**src/pkg/cwr_pkg.sv**
```systemverilog
// Package of constants and carrier types for the configuration word and reset timers block.
`default_nettype none
package cwr_pkg;
  // Configuration space and word location.
  localparam logic [13:0] CWR_CFG_ADDR = 14'h2007;
  localparam logic [13:0] CWR_CFG_SPACE_LO = 14'h2000;
  localparam logic [13:0] CWR_CFG_SPACE_HI = 14'h3FFF;
  localparam int CWR_CFG_W = 14;
  // Field positions inside the configuration word.
  localparam int CWR_B_PROTECT = 13;
  localparam int CWR_B_DATA_PROT = 8;
  localparam int CWR_B_LVP = 7;
  localparam int CWR_B_BOR_EN = 6;
  localparam int CWR_B_EXT_RST = 5;
  localparam int CWR_B_FOSC2 = 4;
  localparam int CWR_B_POWERUP_DELAY_TIMER_EN = 3;
  localparam int CWR_B_WDT_EN = 2;
  localparam int CWR_B_FOSC1 = 1;
  localparam int CWR_B_FOSC0 = 0;
  // Erased word: every implemented bit unprogrammed, bits 12-9 read as zero.
  localparam logic [13:0] CWR_CFG_ERASED = 14'h21FF;
  localparam logic [13:0] CWR_CFG_IMPL_MASK = 14'h21FF;
  // Protected upper address for each variant.
  localparam logic [13:0] CWR_PROT_TOP_L = 14'h0FFF;
  localparam logic [13:0] CWR_PROT_TOP_M = 14'h07FF;
  localparam logic [13:0] CWR_PROT_TOP_S = 14'h03FF;
  // Oscillator select codes.
  localparam logic [2:0] CWR_OSC_RC_CLK = 3'h7;
  localparam logic [2:0] CWR_OSC_RC_IO = 3'h6;
  localparam logic [2:0] CWR_OSC_INT_CLK = 3'h5;
  localparam logic [2:0] CWR_OSC_INT_IO = 3'h4;
  localparam logic [2:0] CWR_OSC_EXT = 3'h3;
  localparam logic [2:0] CWR_OSC_HS = 3'h2;
  localparam logic [2:0] CWR_OSC_XT = 3'h1;
  localparam logic [2:0] CWR_OSC_LP = 3'h0;
  // Timing.
  localparam int CWR_CLK_HZ = 25000000;
  localparam int CWR_POWERUP_DELAY_TIMER_MS = 72;
  localparam int CWR_POWERUP_DELAY_TIMER_CYC = (CWR_CLK_HZ / 1000) * CWR_POWERUP_DELAY_TIMER_MS;
  localparam int CWR_OST_CYC = 1024;
  localparam int CWR_WDT_CYC = 18;
  // Decoded settings carrier.
  typedef enum logic [2:0] {
    CWR_SRC_RC = 3'h1,
    CWR_SRC_INT = 3'h2,
    CWR_SRC_EXT = 3'h3,
    CWR_SRC_HS = 3'h4,
    CWR_SRC_XT = 3'h5,
    CWR_SRC_LP = 3'h6
  } cwr_src_t;
  typedef struct packed {
    logic program_protect_bit;
    logic data_array_protect_bit;
    logic low_voltage_programming_en;
    logic brownout_reset_en;
    logic external_reset_pin_en;
    logic powerup_delay_en;
    logic watchdog_en;
    logic [2:0] osc_source_select;
    cwr_src_t source;
    logic clkout_en;
    logic crystal;
  } cwr_cfg_t;
  // Programmer port bundle.
  typedef struct packed {
    logic [13:0] addr;
    logic [13:0] wdata;
    logic wr;
    logic rd;
  } cwr_prog_req_t;
endpackage : cwr_pkg
`default_nettype wire

```
**src/rtl/cwr_top.sv**
```systemverilog
// Configuration word store, decode and start-up reset sequencing.
// Functional notes
// - Data array stays accessible under code protection.
// - Power-up delay holds reset 72 ms.
// - Start-up timer waits for stable crystal.
// - Watchdog runs from own RC oscillator.
// - Brown-out condition forces device reset.
// - Sleep ends on external reset, watchdog, interrupt.
// - Programmed bit reads zero, unprogrammed one.
// - Configuration word lives at 2007h.
// - Config space reachable only in programming.
// - Fourteen-bit word, protect bit 13.
// - Protect bit zero guards variant range.
// - Brown-out enable bit one enables it.
// - Three-bit field selects clock source.
`timescale 1ns/100ps
`default_nettype none
module cwr_top
  import cwr_pkg::*;
#(
  parameter int POWERUP_DELAY_TIMER_CYC = cwr_pkg::CWR_POWERUP_DELAY_TIMER_CYC,
  parameter int OST_CYC = cwr_pkg::CWR_OST_CYC,
  parameter int WDT_CYC = cwr_pkg::CWR_WDT_CYC,
  parameter logic [1:0] VARIANT = 2'h2
) (
  input wire logic sys_clk_i,
  input wire logic reset_i,
  input wire logic ce_i,
  input wire logic power_on_i,
  input wire logic ext_reset_n_i,
  input wire logic brownout_i,
  input wire logic wdt_rc_i,
  input wire logic osc_stable_i,
  input wire logic prog_mode_i,
  input wire cwr_pkg::cwr_prog_req_t prog_i,
  input wire logic [13:0] cpu_fetch_addr_i,
  input wire logic cpu_sleep_i,
  input wire logic cpu_wdt_clear_i,
  input wire logic irq_pending_i,
  input wire logic cpu_data_rd_i,
  input wire logic cpu_data_wr_i,
  output logic [13:0] prog_rdata_o,
  output logic device_reset_o,
  output logic asleep_o,
  output logic wake_o,
  output logic fetch_blocked_o,
  output logic data_rd_grant_o,
  output logic data_wr_grant_o,
  output logic wdt_timeout_o,
  output cwr_pkg::cwr_cfg_t cfg_o
);
  import cwr_pkg::*;

  typedef enum logic [3:0] {
    CWR_ST_RESET = 4'h1,
    CWR_ST_POWERUP_DELAY_TIMER = 4'h2,
    CWR_ST_OST = 4'h4,
    CWR_ST_RUN = 4'h8
  } cwr_state_t;

  // Decode a raw word into settings.
  function automatic cwr_cfg_t cwr_decode(input logic [13:0] w);
    cwr_cfg_t c;
    logic [2:0] f;
    f = {w[CWR_B_FOSC2], w[CWR_B_FOSC1], w[CWR_B_FOSC0]};
    c.program_protect_bit = w[CWR_B_PROTECT];
    c.data_array_protect_bit = w[CWR_B_DATA_PROT];
    c.low_voltage_programming_en = w[CWR_B_LVP];
    c.brownout_reset_en = w[CWR_B_BOR_EN];
    c.external_reset_pin_en = w[CWR_B_EXT_RST];
    c.powerup_delay_en = ~w[CWR_B_POWERUP_DELAY_TIMER_EN];
    c.watchdog_en = w[CWR_B_WDT_EN];
    c.osc_source_select = f;
    c.clkout_en = (f == CWR_OSC_RC_CLK) || (f == CWR_OSC_INT_CLK);
    c.crystal = (f == CWR_OSC_HS) || (f == CWR_OSC_XT) || (f == CWR_OSC_LP);
    unique case (f)
      CWR_OSC_RC_CLK, CWR_OSC_RC_IO: c.source = CWR_SRC_RC;
      CWR_OSC_INT_CLK, CWR_OSC_INT_IO: c.source = CWR_SRC_INT;
      CWR_OSC_EXT: c.source = CWR_SRC_EXT;
      CWR_OSC_HS: c.source = CWR_SRC_HS;
      CWR_OSC_XT: c.source = CWR_SRC_XT;
      CWR_OSC_LP: c.source = CWR_SRC_LP;
    endcase
    return c;
  endfunction : cwr_decode

  // Top of the protected program range for the selected variant.
  function automatic logic [13:0] cwr_prot_top(input logic [1:0] v);
    unique case (v)
      2'h2: return CWR_PROT_TOP_L;
      2'h1: return CWR_PROT_TOP_M;
      default: return CWR_PROT_TOP_S;
    endcase
  endfunction : cwr_prot_top

  // Pins from outside the clock domain.
  // The reset pin is inverted before the flops, so their cleared state means idle.
  logic por_s, ext_s, bor_s, rc_s, oscok_s, pgm_s;
  cwr_sync #(.W(6)) u_sync (
    .sys_clk_i(sys_clk_i),
    .reset_i(reset_i),
    .ce_i(ce_i),
    .d_i({power_on_i, ~ext_reset_n_i, brownout_i, wdt_rc_i, osc_stable_i, prog_mode_i}),
    .q_o({por_s, ext_s, bor_s, rc_s, oscok_s, pgm_s})
  );

  logic [13:0] cfg_word_r;
  cwr_cfg_t cfg_r;
  cwr_state_t state_r;
  logic [31:0] cnt_r;
  logic rc_prev_r, por_prev_r, por_seen_r, sleep_r, wdt_to;
  logic ext_rst, bor_rst, cfg_hit, por_edge, rc_tick, hold_rst;

  assign cfg_hit = pgm_s && (prog_i.addr == CWR_CFG_ADDR);
  assign ext_rst = cfg_r.external_reset_pin_en && ext_s;
  assign bor_rst = cfg_r.brownout_reset_en && bor_s;
  assign por_edge = por_s && !por_prev_r;
  assign rc_tick = rc_s && !rc_prev_r;
  assign hold_rst = ext_rst || bor_rst || (wdt_to && !sleep_r) || por_edge;

  // Nonvolatile word: written only by the programmer inside the config space.
  always_ff @(posedge sys_clk_i or posedge reset_i) begin
    if (reset_i) begin
      cfg_word_r <= CWR_CFG_ERASED;
    end else if (ce_i && cfg_hit && prog_i.wr) begin
      cfg_word_r <= prog_i.wdata & CWR_CFG_IMPL_MASK;
    end
  end

  // Programmer read port; zero outside programming mode or the word address.
  always_ff @(posedge sys_clk_i or posedge reset_i) begin
    if (reset_i) begin
      prog_rdata_o <= 14'h0;
    end else if (ce_i) begin
      prog_rdata_o <= (cfg_hit && prog_i.rd) ? cfg_word_r : 14'h0;
    end
  end

  // Settings latched while reset is held, frozen in run.
  always_ff @(posedge sys_clk_i or posedge reset_i) begin
    if (reset_i) begin
      cfg_r <= cwr_decode(CWR_CFG_ERASED);
    end else if (ce_i && state_r != CWR_ST_RUN) begin
      cfg_r <= cwr_decode(cfg_word_r);
    end
  end

  // Edge history of the power and RC tick inputs.
  always_ff @(posedge sys_clk_i or posedge reset_i) begin
    if (reset_i) begin
      rc_prev_r <= 1'b0;
      por_prev_r <= 1'b0;
    end else if (ce_i) begin
      rc_prev_r <= rc_s;
      por_prev_r <= por_s;
    end
  end

  // Power-on marker: the supply level alone cannot tell a power-up from a later reset.
  always_ff @(posedge sys_clk_i or posedge reset_i) begin
    if (reset_i) begin
      por_seen_r <= 1'b0;
    end else if (ce_i) begin
      if (por_edge) begin
        por_seen_r <= 1'b1;
      end else if (state_r != CWR_ST_RESET) begin
        por_seen_r <= 1'b0;
      end
    end
  end

  // Reset sequencer: delay timer only after power-up, then crystal wait.
  always_ff @(posedge sys_clk_i or posedge reset_i) begin
    if (reset_i) begin
      state_r <= CWR_ST_RESET;
      cnt_r <= 32'h0;
    end else if (ce_i) begin
      if (hold_rst) begin
        state_r <= CWR_ST_RESET;
        cnt_r <= 32'h0;
      end else begin
        unique case (state_r)
          CWR_ST_RESET: begin
            cnt_r <= 32'h0;
            if (por_seen_r && cfg_r.powerup_delay_en) begin
              state_r <= CWR_ST_POWERUP_DELAY_TIMER;
            end else begin
              state_r <= CWR_ST_OST;
            end
          end
          CWR_ST_POWERUP_DELAY_TIMER: begin
            if (cnt_r == 32'(POWERUP_DELAY_TIMER_CYC - 1)) begin
              cnt_r <= 32'h0;
              state_r <= CWR_ST_OST;
            end else begin
              cnt_r <= cnt_r + 32'h1;
            end
          end
          CWR_ST_OST: begin
            if (!cfg_r.crystal) begin
              state_r <= CWR_ST_RUN;
            end else if (oscok_s && cnt_r >= 32'(OST_CYC - 1)) begin
              state_r <= CWR_ST_RUN;
            end else if (oscok_s) begin
              cnt_r <= cnt_r + 32'h1;
            end else begin
              cnt_r <= 32'h0;
            end
          end
          CWR_ST_RUN: state_r <= CWR_ST_RUN;
        endcase
      end
    end
  end

  cwr_watchdog #(.LIMIT(WDT_CYC)) u_wdt (
    .sys_clk_i(sys_clk_i),
    .reset_i(reset_i),
    .ce_i(ce_i),
    .enable_i(cfg_r.watchdog_en && state_r == CWR_ST_RUN),
    .rc_tick_i(rc_tick),
    .clear_i(cpu_wdt_clear_i),
    .timeout_o(wdt_to)
  );

  // Sleep state and wake sources.
  always_ff @(posedge sys_clk_i or posedge reset_i) begin
    if (reset_i) begin
      sleep_r <= 1'b0;
      wake_o <= 1'b0;
    end else if (ce_i) begin
      wake_o <= 1'b0;
      if (ext_rst || (sleep_r && (wdt_to || irq_pending_i))) begin
        sleep_r <= 1'b0;
        wake_o <= sleep_r;
      end else if (cpu_sleep_i && state_r == CWR_ST_RUN) begin
        sleep_r <= 1'b1;
      end
    end
  end

  // Registered outputs.
  always_ff @(posedge sys_clk_i or posedge reset_i) begin
    if (reset_i) begin
      device_reset_o <= 1'b1;
      asleep_o <= 1'b0;
      fetch_blocked_o <= 1'b0;
      data_rd_grant_o <= 1'b0;
      data_wr_grant_o <= 1'b0;
      wdt_timeout_o <= 1'b0;
      cfg_o <= cwr_decode(CWR_CFG_ERASED);
    end else if (ce_i) begin
      device_reset_o <= hold_rst || state_r != CWR_ST_RUN;
      asleep_o <= sleep_r;
      fetch_blocked_o <= pgm_s && !cfg_r.program_protect_bit
                         && cpu_fetch_addr_i <= cwr_prot_top(VARIANT);
      data_rd_grant_o <= cpu_data_rd_i && state_r == CWR_ST_RUN;
      data_wr_grant_o <= cpu_data_wr_i && state_r == CWR_ST_RUN;
      wdt_timeout_o <= wdt_to;
      cfg_o <= cfg_r;
    end
  end

  a_cfg_frozen_run: assert property (@(posedge sys_clk_i) disable iff (reset_i)
    (ce_i && $past(ce_i) && state_r == CWR_ST_RUN && $past(state_r) == CWR_ST_RUN)
    |-> $stable(cfg_r))
    else $error("settings changed while running");
  a_bor_forces_reset: assert property (@(posedge sys_clk_i) disable iff (reset_i)
    (ce_i && bor_rst) |=> device_reset_o)
    else $error("brown-out did not reset the device");
  a_prot_bit_pos: assert property (@(posedge sys_clk_i) disable iff (reset_i)
    (ce_i && state_r != CWR_ST_RUN)
    |=> cfg_r.program_protect_bit == $past(cfg_word_r[CWR_B_PROTECT]))
    else $error("protect bit decode broken");
  a_no_cfg_outside: assert property (@(posedge sys_clk_i) disable iff (reset_i)
    (ce_i && !pgm_s && prog_i.rd) |=> prog_rdata_o == 14'h0)
    else $error("config word readable outside programming mode");
  a_reserved_zero: assert property (@(posedge sys_clk_i) disable iff (reset_i)
    cfg_word_r[12:9] == 4'h0)
    else $error("unimplemented config bits not zero");
  a_ost_waits_osc: assert property (@(posedge sys_clk_i) disable iff (reset_i)
    (state_r == CWR_ST_OST && cfg_r.crystal && !oscok_s) |=> state_r != CWR_ST_RUN)
    else $error("left start-up wait without stable oscillator");
  a_wake_on_irq: assert property (@(posedge sys_clk_i) disable iff (reset_i)
    (ce_i && sleep_r && irq_pending_i) |=> !sleep_r)
    else $error("interrupt did not end sleep");
  a_data_open: assert property (@(posedge sys_clk_i) disable iff (reset_i)
    (ce_i && cpu_data_rd_i && state_r == CWR_ST_RUN) |=> data_rd_grant_o)
    else $error("data read refused");
  // Later resets must skip the power-up delay.
  a_powerup_delay_timer_only_por: assert property (@(posedge sys_clk_i) disable iff (reset_i)
    (ce_i && !hold_rst && state_r == CWR_ST_RESET && !por_seen_r) |=> state_r != CWR_ST_POWERUP_DELAY_TIMER)
    else $error("power-up delay after a non power-on reset");
  a_wdt_off: assert property (@(posedge sys_clk_i) disable iff (reset_i)
    (ce_i && !cfg_r.watchdog_en) |=> !wdt_to)
    else $error("disabled watchdog timed out");
  a_cfg_addr_only: assert property (@(posedge sys_clk_i) disable iff (reset_i)
    (ce_i && prog_i.rd && prog_i.addr != CWR_CFG_ADDR) |=> prog_rdata_o == 14'h0)
    else $error("config word answered at another address");
  a_ext_wakes: assert property (@(posedge sys_clk_i) disable iff (reset_i)
    (ce_i && ext_rst) |=> !sleep_r)
    else $error("external reset did not end sleep");
endmodule : cwr_top
`default_nettype wire

```
**src/rtl/cwr_sync.sv**
```systemverilog
// Two-flop synchroniser for inputs from outside the clock domain.
`timescale 1ns/100ps
`default_nettype none
module cwr_sync #(
  parameter int W = 1
) (
  input wire logic sys_clk_i,
  input wire logic reset_i,
  input wire logic ce_i,
  input wire logic [W-1:0] d_i,
  output logic [W-1:0] q_o
);
  logic [W-1:0] meta_r;
  // The first stage feeds only the second stage; both freeze with the clock enable.
  always_ff @(posedge sys_clk_i or posedge reset_i) begin
    if (reset_i) begin
      meta_r <= '0;
      q_o <= '0;
    end else if (ce_i) begin
      meta_r <= d_i;
      q_o <= meta_r;
    end
  end
endmodule : cwr_sync
`default_nettype wire

```
**src/rtl/cwr_watchdog.sv**
```systemverilog
// Watchdog counter clocked by enables from its own RC oscillator.
`timescale 1ns/100ps
`default_nettype none
module cwr_watchdog #(
  parameter int LIMIT = 18
) (
  input wire logic sys_clk_i,
  input wire logic reset_i,
  input wire logic ce_i,
  input wire logic enable_i,
  input wire logic rc_tick_i,
  input wire logic clear_i,
  output logic timeout_o
);
  logic [31:0] count_r;
  // Counts only watchdog RC ticks, so the core clock rate never shifts the period.
  always_ff @(posedge sys_clk_i or posedge reset_i) begin
    if (reset_i) begin
      count_r <= 32'h0;
      timeout_o <= 1'b0;
    end else if (ce_i) begin
      timeout_o <= 1'b0;
      if (!enable_i || clear_i) begin
        count_r <= 32'h0;
      end else if (rc_tick_i) begin
        if (count_r == 32'(LIMIT - 1)) begin
          count_r <= 32'h0;
          timeout_o <= 1'b1;
        end else begin
          count_r <= count_r + 32'h1;
        end
      end
    end
  end
endmodule : cwr_watchdog
`default_nettype wire

```
**config.mk**
```make
export PLATFORM = sky130hd
export DESIGN_NAME = cwr_top
export DESIGN_NICKNAME = d
export VERILOG_FILES = /design/src/pkg/cwr_pkg.sv /design/src/rtl/cwr_top.sv /design/src/rtl/cwr_sync.sv /design/src/rtl/cwr_watchdog.sv
export SDC_FILE = /design/constraint.sdc
export NUM_CORES = 1
export LEC_CHECK = 0
export ABC_AREA = 1
export BUFFER_PORTS_ARGS = -buffer_cell sky130_fd_sc_hd__buf_2
export CORE_UTILIZATION = 40
export DETAILED_ROUTE_END_ITERATION = 16
export PLACE_DENSITY = 0.59
export SYNTH_ARGS = -nofsm -noshare
export SYNTH_HDL_FRONTEND = slang
export SYNTH_SLANG_ARGS = --single-unit
```
**constraint.sdc**
```tcl
create_clock -name sys_clk_i -period 6.7 [get_ports sys_clk_i]
set_input_delay 0 -clock sys_clk_i [delete_from_list [all_inputs] [get_ports sys_clk_i]]
set_output_delay 0 -clock sys_clk_i [all_outputs]
set_load 0.02 [all_outputs]
```
==> out/qor.csv <==
stage,metric,value,unit
synth,synthesized-area fraction occupied by adder cells,1.10,%
status,violated checks,DRC,
detailed_routing,Routed wire per std cell,13.2,µm
timing,Fin. Hold Viols,0,
critical_path,worst path required time,7060,ps
timing,final worst slack,4260,ps
synth,simple-gate share of the synthesized area,35.5,%
clock_network,"Reg clk slew, reported paths",70,ps
detailed_routing,# DRC,2,
timing,final worst-path cycle share,36.4,%
detailed_routing,drt initial violations,464,
critical_path,CP startpoint,cfg_r[10]$_DFFE_PP1P_,
placed_design,placed cell area,8520,µm²
synth,Synth Area in XOR/XNOR,3.87,%
global_route,global-route wire length before repair,32.9,mm
timing,fmax,410,MHz
power,PD cells,232,nW/µm²
floorplanning,FP Rows,51,
power,Lkg Pwr,4.25,nW
synth,sequential area share after synthesis,45.4,%
synth,main combinational cell family by area after synthesis,simple AND/OR/NAND/NOR gates,
timing,"Slew Viols, Final",0,
timing,minimum clock period,2440,ps
floorplanning,Core ar.,19500,µm²
detailed_routing,First-pass DRT Iterations,11,
floorplanning,Die Area,20400,µm²
status,status,"finished, violations left",
global_route,largest net degree at the start of global routing,80,
detailed_routing,Vias,7016,
floorplanning,# IOs,94,
timing,"Setup violations, final",0,
synth,mux contribution to synthesized area,0,%
cells_and_area,Final nets,1241,
cells_and_area,"Core Util, Final",48.1,%
cells_and_area,post-route cell area,9360,µm²
clock_network,CTS root buffer,clkbuf_16,
critical_path,crit path kind,reg -> reg,
synth,Yosys reg bits,142,
global_route,vias in the first global route,6639,
synth,ranking of synthesized cells by area,"dfrtp_1, nand2_1, dfstp_2",
placed_design,Placer Congestion,0.949,
synth,Post-Syn Instances,1085,
synth,mean post-synth cell area,7.31,µm²
timing,Final TNS setup,0,ps
clock_network,Max H-tree Level,4,
placed_design,Setup WS pre-CTS,4220,ps
synth,ys async rst share,100,%
clock_network,CTS Sinks,142,
timing,slew at the pin with the worst max-slew slack,995,ps
synth,leading area contributor after synthesis,dfrtp_1,
critical_path,Critical Path Start Type,register,
global_route,initial antenna violation count,0,
hold_path,Hold Path Class,in -> reg,
detailed_routing,drt total wl,19.2,mm
floorplanning,die width,143,µm
flow_run,number of max-cap violations,0,
critical_path,crit-path max FO,46,
cells_and_area,share of cells above drive strength 1,14.9,%
critical_path,Worst setup EP type,register,
clock_network,CTS tree,done,
placed_design,port bufs,73,
floorplanning,DIE HEIGHT,143,µm
critical_path,critical path data arrival time,2800,ps
synth,Synth cell types,44,
timing,RSZ-0062 raised after global routing,no,
power,VDD IR max,0.178,mV
clock_network,Clock Tree Buf Depth,2,
synth,YS warnings,0,
synth,Mapped Area,7930,µm²
synth,Synth top area share,34.1,%
critical_path,reg-to-reg startpoint,cfg_r[10]$_DFFE_PP1P_,
placed_design,DP Wirelength,13.4,mm
cells_and_area,number of fill cells in the layout,1971,
hold_path,HP Start,cpu_wdt_clear_i,
global_route,All-Layer GR Usage,20.6,%
global_route,remaining global-route overflow,0,
detailed_routing,drt via density,4.83,
cells_and_area,Ant. Diodes,0,
timing,Worst Skew,13.4,ps
clock_network,worst skew pair latency,430,ps
timing,relative slew slack,33.7,%
synth,compound-gate portion of the synthesized area,6.85,%
detailed_routing,Post-DRT Antenna Nets,0,
clock_network,TritonCTS Buffers,17,
synth,"EDFF count, synth",0,
floorplanning,Initial Utilization,40.7,%
synth,"Top FF cell, synth",dfrtp_1,
cells_and_area,area delta synth->final,18.1,%
[registers in the layout, indices dropped and copies added (netlist names), 4 cells and up]
name and count:
cnt_r 32, u_wdt.count_r 32, cfg_o 15, cfg_r 15, cfg_word_r 10, prog_rdata_o 10
u_sync.meta_r 6, u_sync.q_o 6, state_r 4
[worst max-delay path, cell delays in order, from the launching register on]
cell and delay (ps):
dfstp_2 540, nand2_1 90, nand2_1 130, nor2_2 40, buf_4 210, nand2_1 80
nor2_1 40, nor2_1 160, nand3_4 440, nor2_8 460, nand2_1 100, nand2_1 70
[repair_timing]
action | CTS | global route
hold buffers | 23 | 0
setup buffers | 0 | 0
resized for setup | 0 | 0
endpoints found under the hold margin | 72 | 0
[area by class of cell]
class | count | area, µm² | share of cell area [%]
Sequential cell | 142 | 3600 | 38.4
Clock buffer | 18 | 450 | 4.81
Timing Repair Buffer | 100 | 626 | 6.68
Clock inverter | 14 | 168 | 1.79
Multi-Input combinational cell | 804 | 3770 | 40.3
Tap cell | 265 | 332 | 3.54
Inverter | 111 | 422 | 4.50
[worst paths after layout]
kind | to | slack [ps] | depth (start not counted)
max | cnt_r[18]$_DFFE_PP0P_ | 4260 | 11
min | u_wdt.count_r[20]$_DFFE_PP0P_ | 50 | 6
max reg2reg | cnt_r[18]$_DFFE_PP0P_ | 4260 | 11
min reg2reg | cfg_o[1]$_DFFE_PP1P_ | 460 | 2
max in group asynchronous | state_r[1]$_DFFE_PP0P_ | 5080 | 4
min in group asynchronous | cnt_r[20]$_DFFE_PP0P_ | 200 | 3
[metal layers]
metal  GRT usage (%)  vias up  routed length [µm]
li1                -     3616                   -
met1            28.4     3254                9470
met2            32.4      124                8810
met3            4.33       22                 654
met4            6.23        0                 278
met5               0        -                   0
[Yosys cell counts (all sizes together) (3+ instances only)]
master and number:
or2 4, nor3 22, nand2 381, clkbuf 14, inv 108, dfrtp 108
nor2 146, o21ai 85, a21oi 5, nand3 60, xor2 29, nand3b 9
clkinv 3, dfstp 34, nand4 28, buf 17, nor4 6, xnor2 6
ha 7
[cell usage in the layout (no fill, tap or decap), types with 3 or more instances in the layout]
cell | netlist | routed
a21oi_1 | 3 | 3
buf_2 | 9 | 73
buf_4 | 6 | 4
clkbuf_16 | 0 | 18
clkinv_1 | 3 | 3
clkinv_8 | 0 | 5
conb_1 | 1 | 4
dfrtp_1 | 108 | 108
dfstp_2 | 34 | 34
dlygate4sd3_1 | 0 | 23
ha_1 | 7 | 7
inv_1 | 104 | 103
inv_2 | 4 | 4
inv_6 | 0 | 3
inv_8 | 0 | 4
nand2_1 | 371 | 371
nand2_2 | 8 | 8
nand3_1 | 56 | 56
nand3_2 | 3 | 3
nand3b_1 | 9 | 9
nand4_1 | 28 | 28
nor2_1 | 139 | 139
nor2_2 | 4 | 4
nor3_1 | 21 | 21
nor4_1 | 6 | 6
o21ai_0 | 77 | 77
o21ai_1 | 8 | 7
or2_2 | 4 | 4
xnor2_1 | 6 | 6
xor2_1 | 29 | 29
[kinds of logic (layout without fill, tap and decap cells)]
kind of cell | after synthesis | in the layout
and+or+nand+nor | 658 | 658
xor gates and xnor gates | 35 | 35
AOI/OAI and AO/OA | 100 | 100
other | 1 | 4
DFF | 142 | 142
adders and majority gates | 7 | 7
buffers and inverters | 142 | 243
[power by group]
part	switching, mW	internal (mW)	leakage, nW
Sequential	0.0330	0.905	1.81
Combinational	0.193	0.0800	2.15
Clock	0.438	0.524	0.294
[through the flow]
step | hold slack (ps) | power, mW | cells
after floorplan | 107 | 1.15 | 1088
after CTS | 54.0 | 2.20 | 1454
final | 50.1 | 2.17 | 1454
after global placement | 124 | 1.22 | 1399
after global routing | 84.4 | 2.28 | 1454
after detailed placement | 128 | 1.22 | 1399
Power figures use the tool's default switching activity.
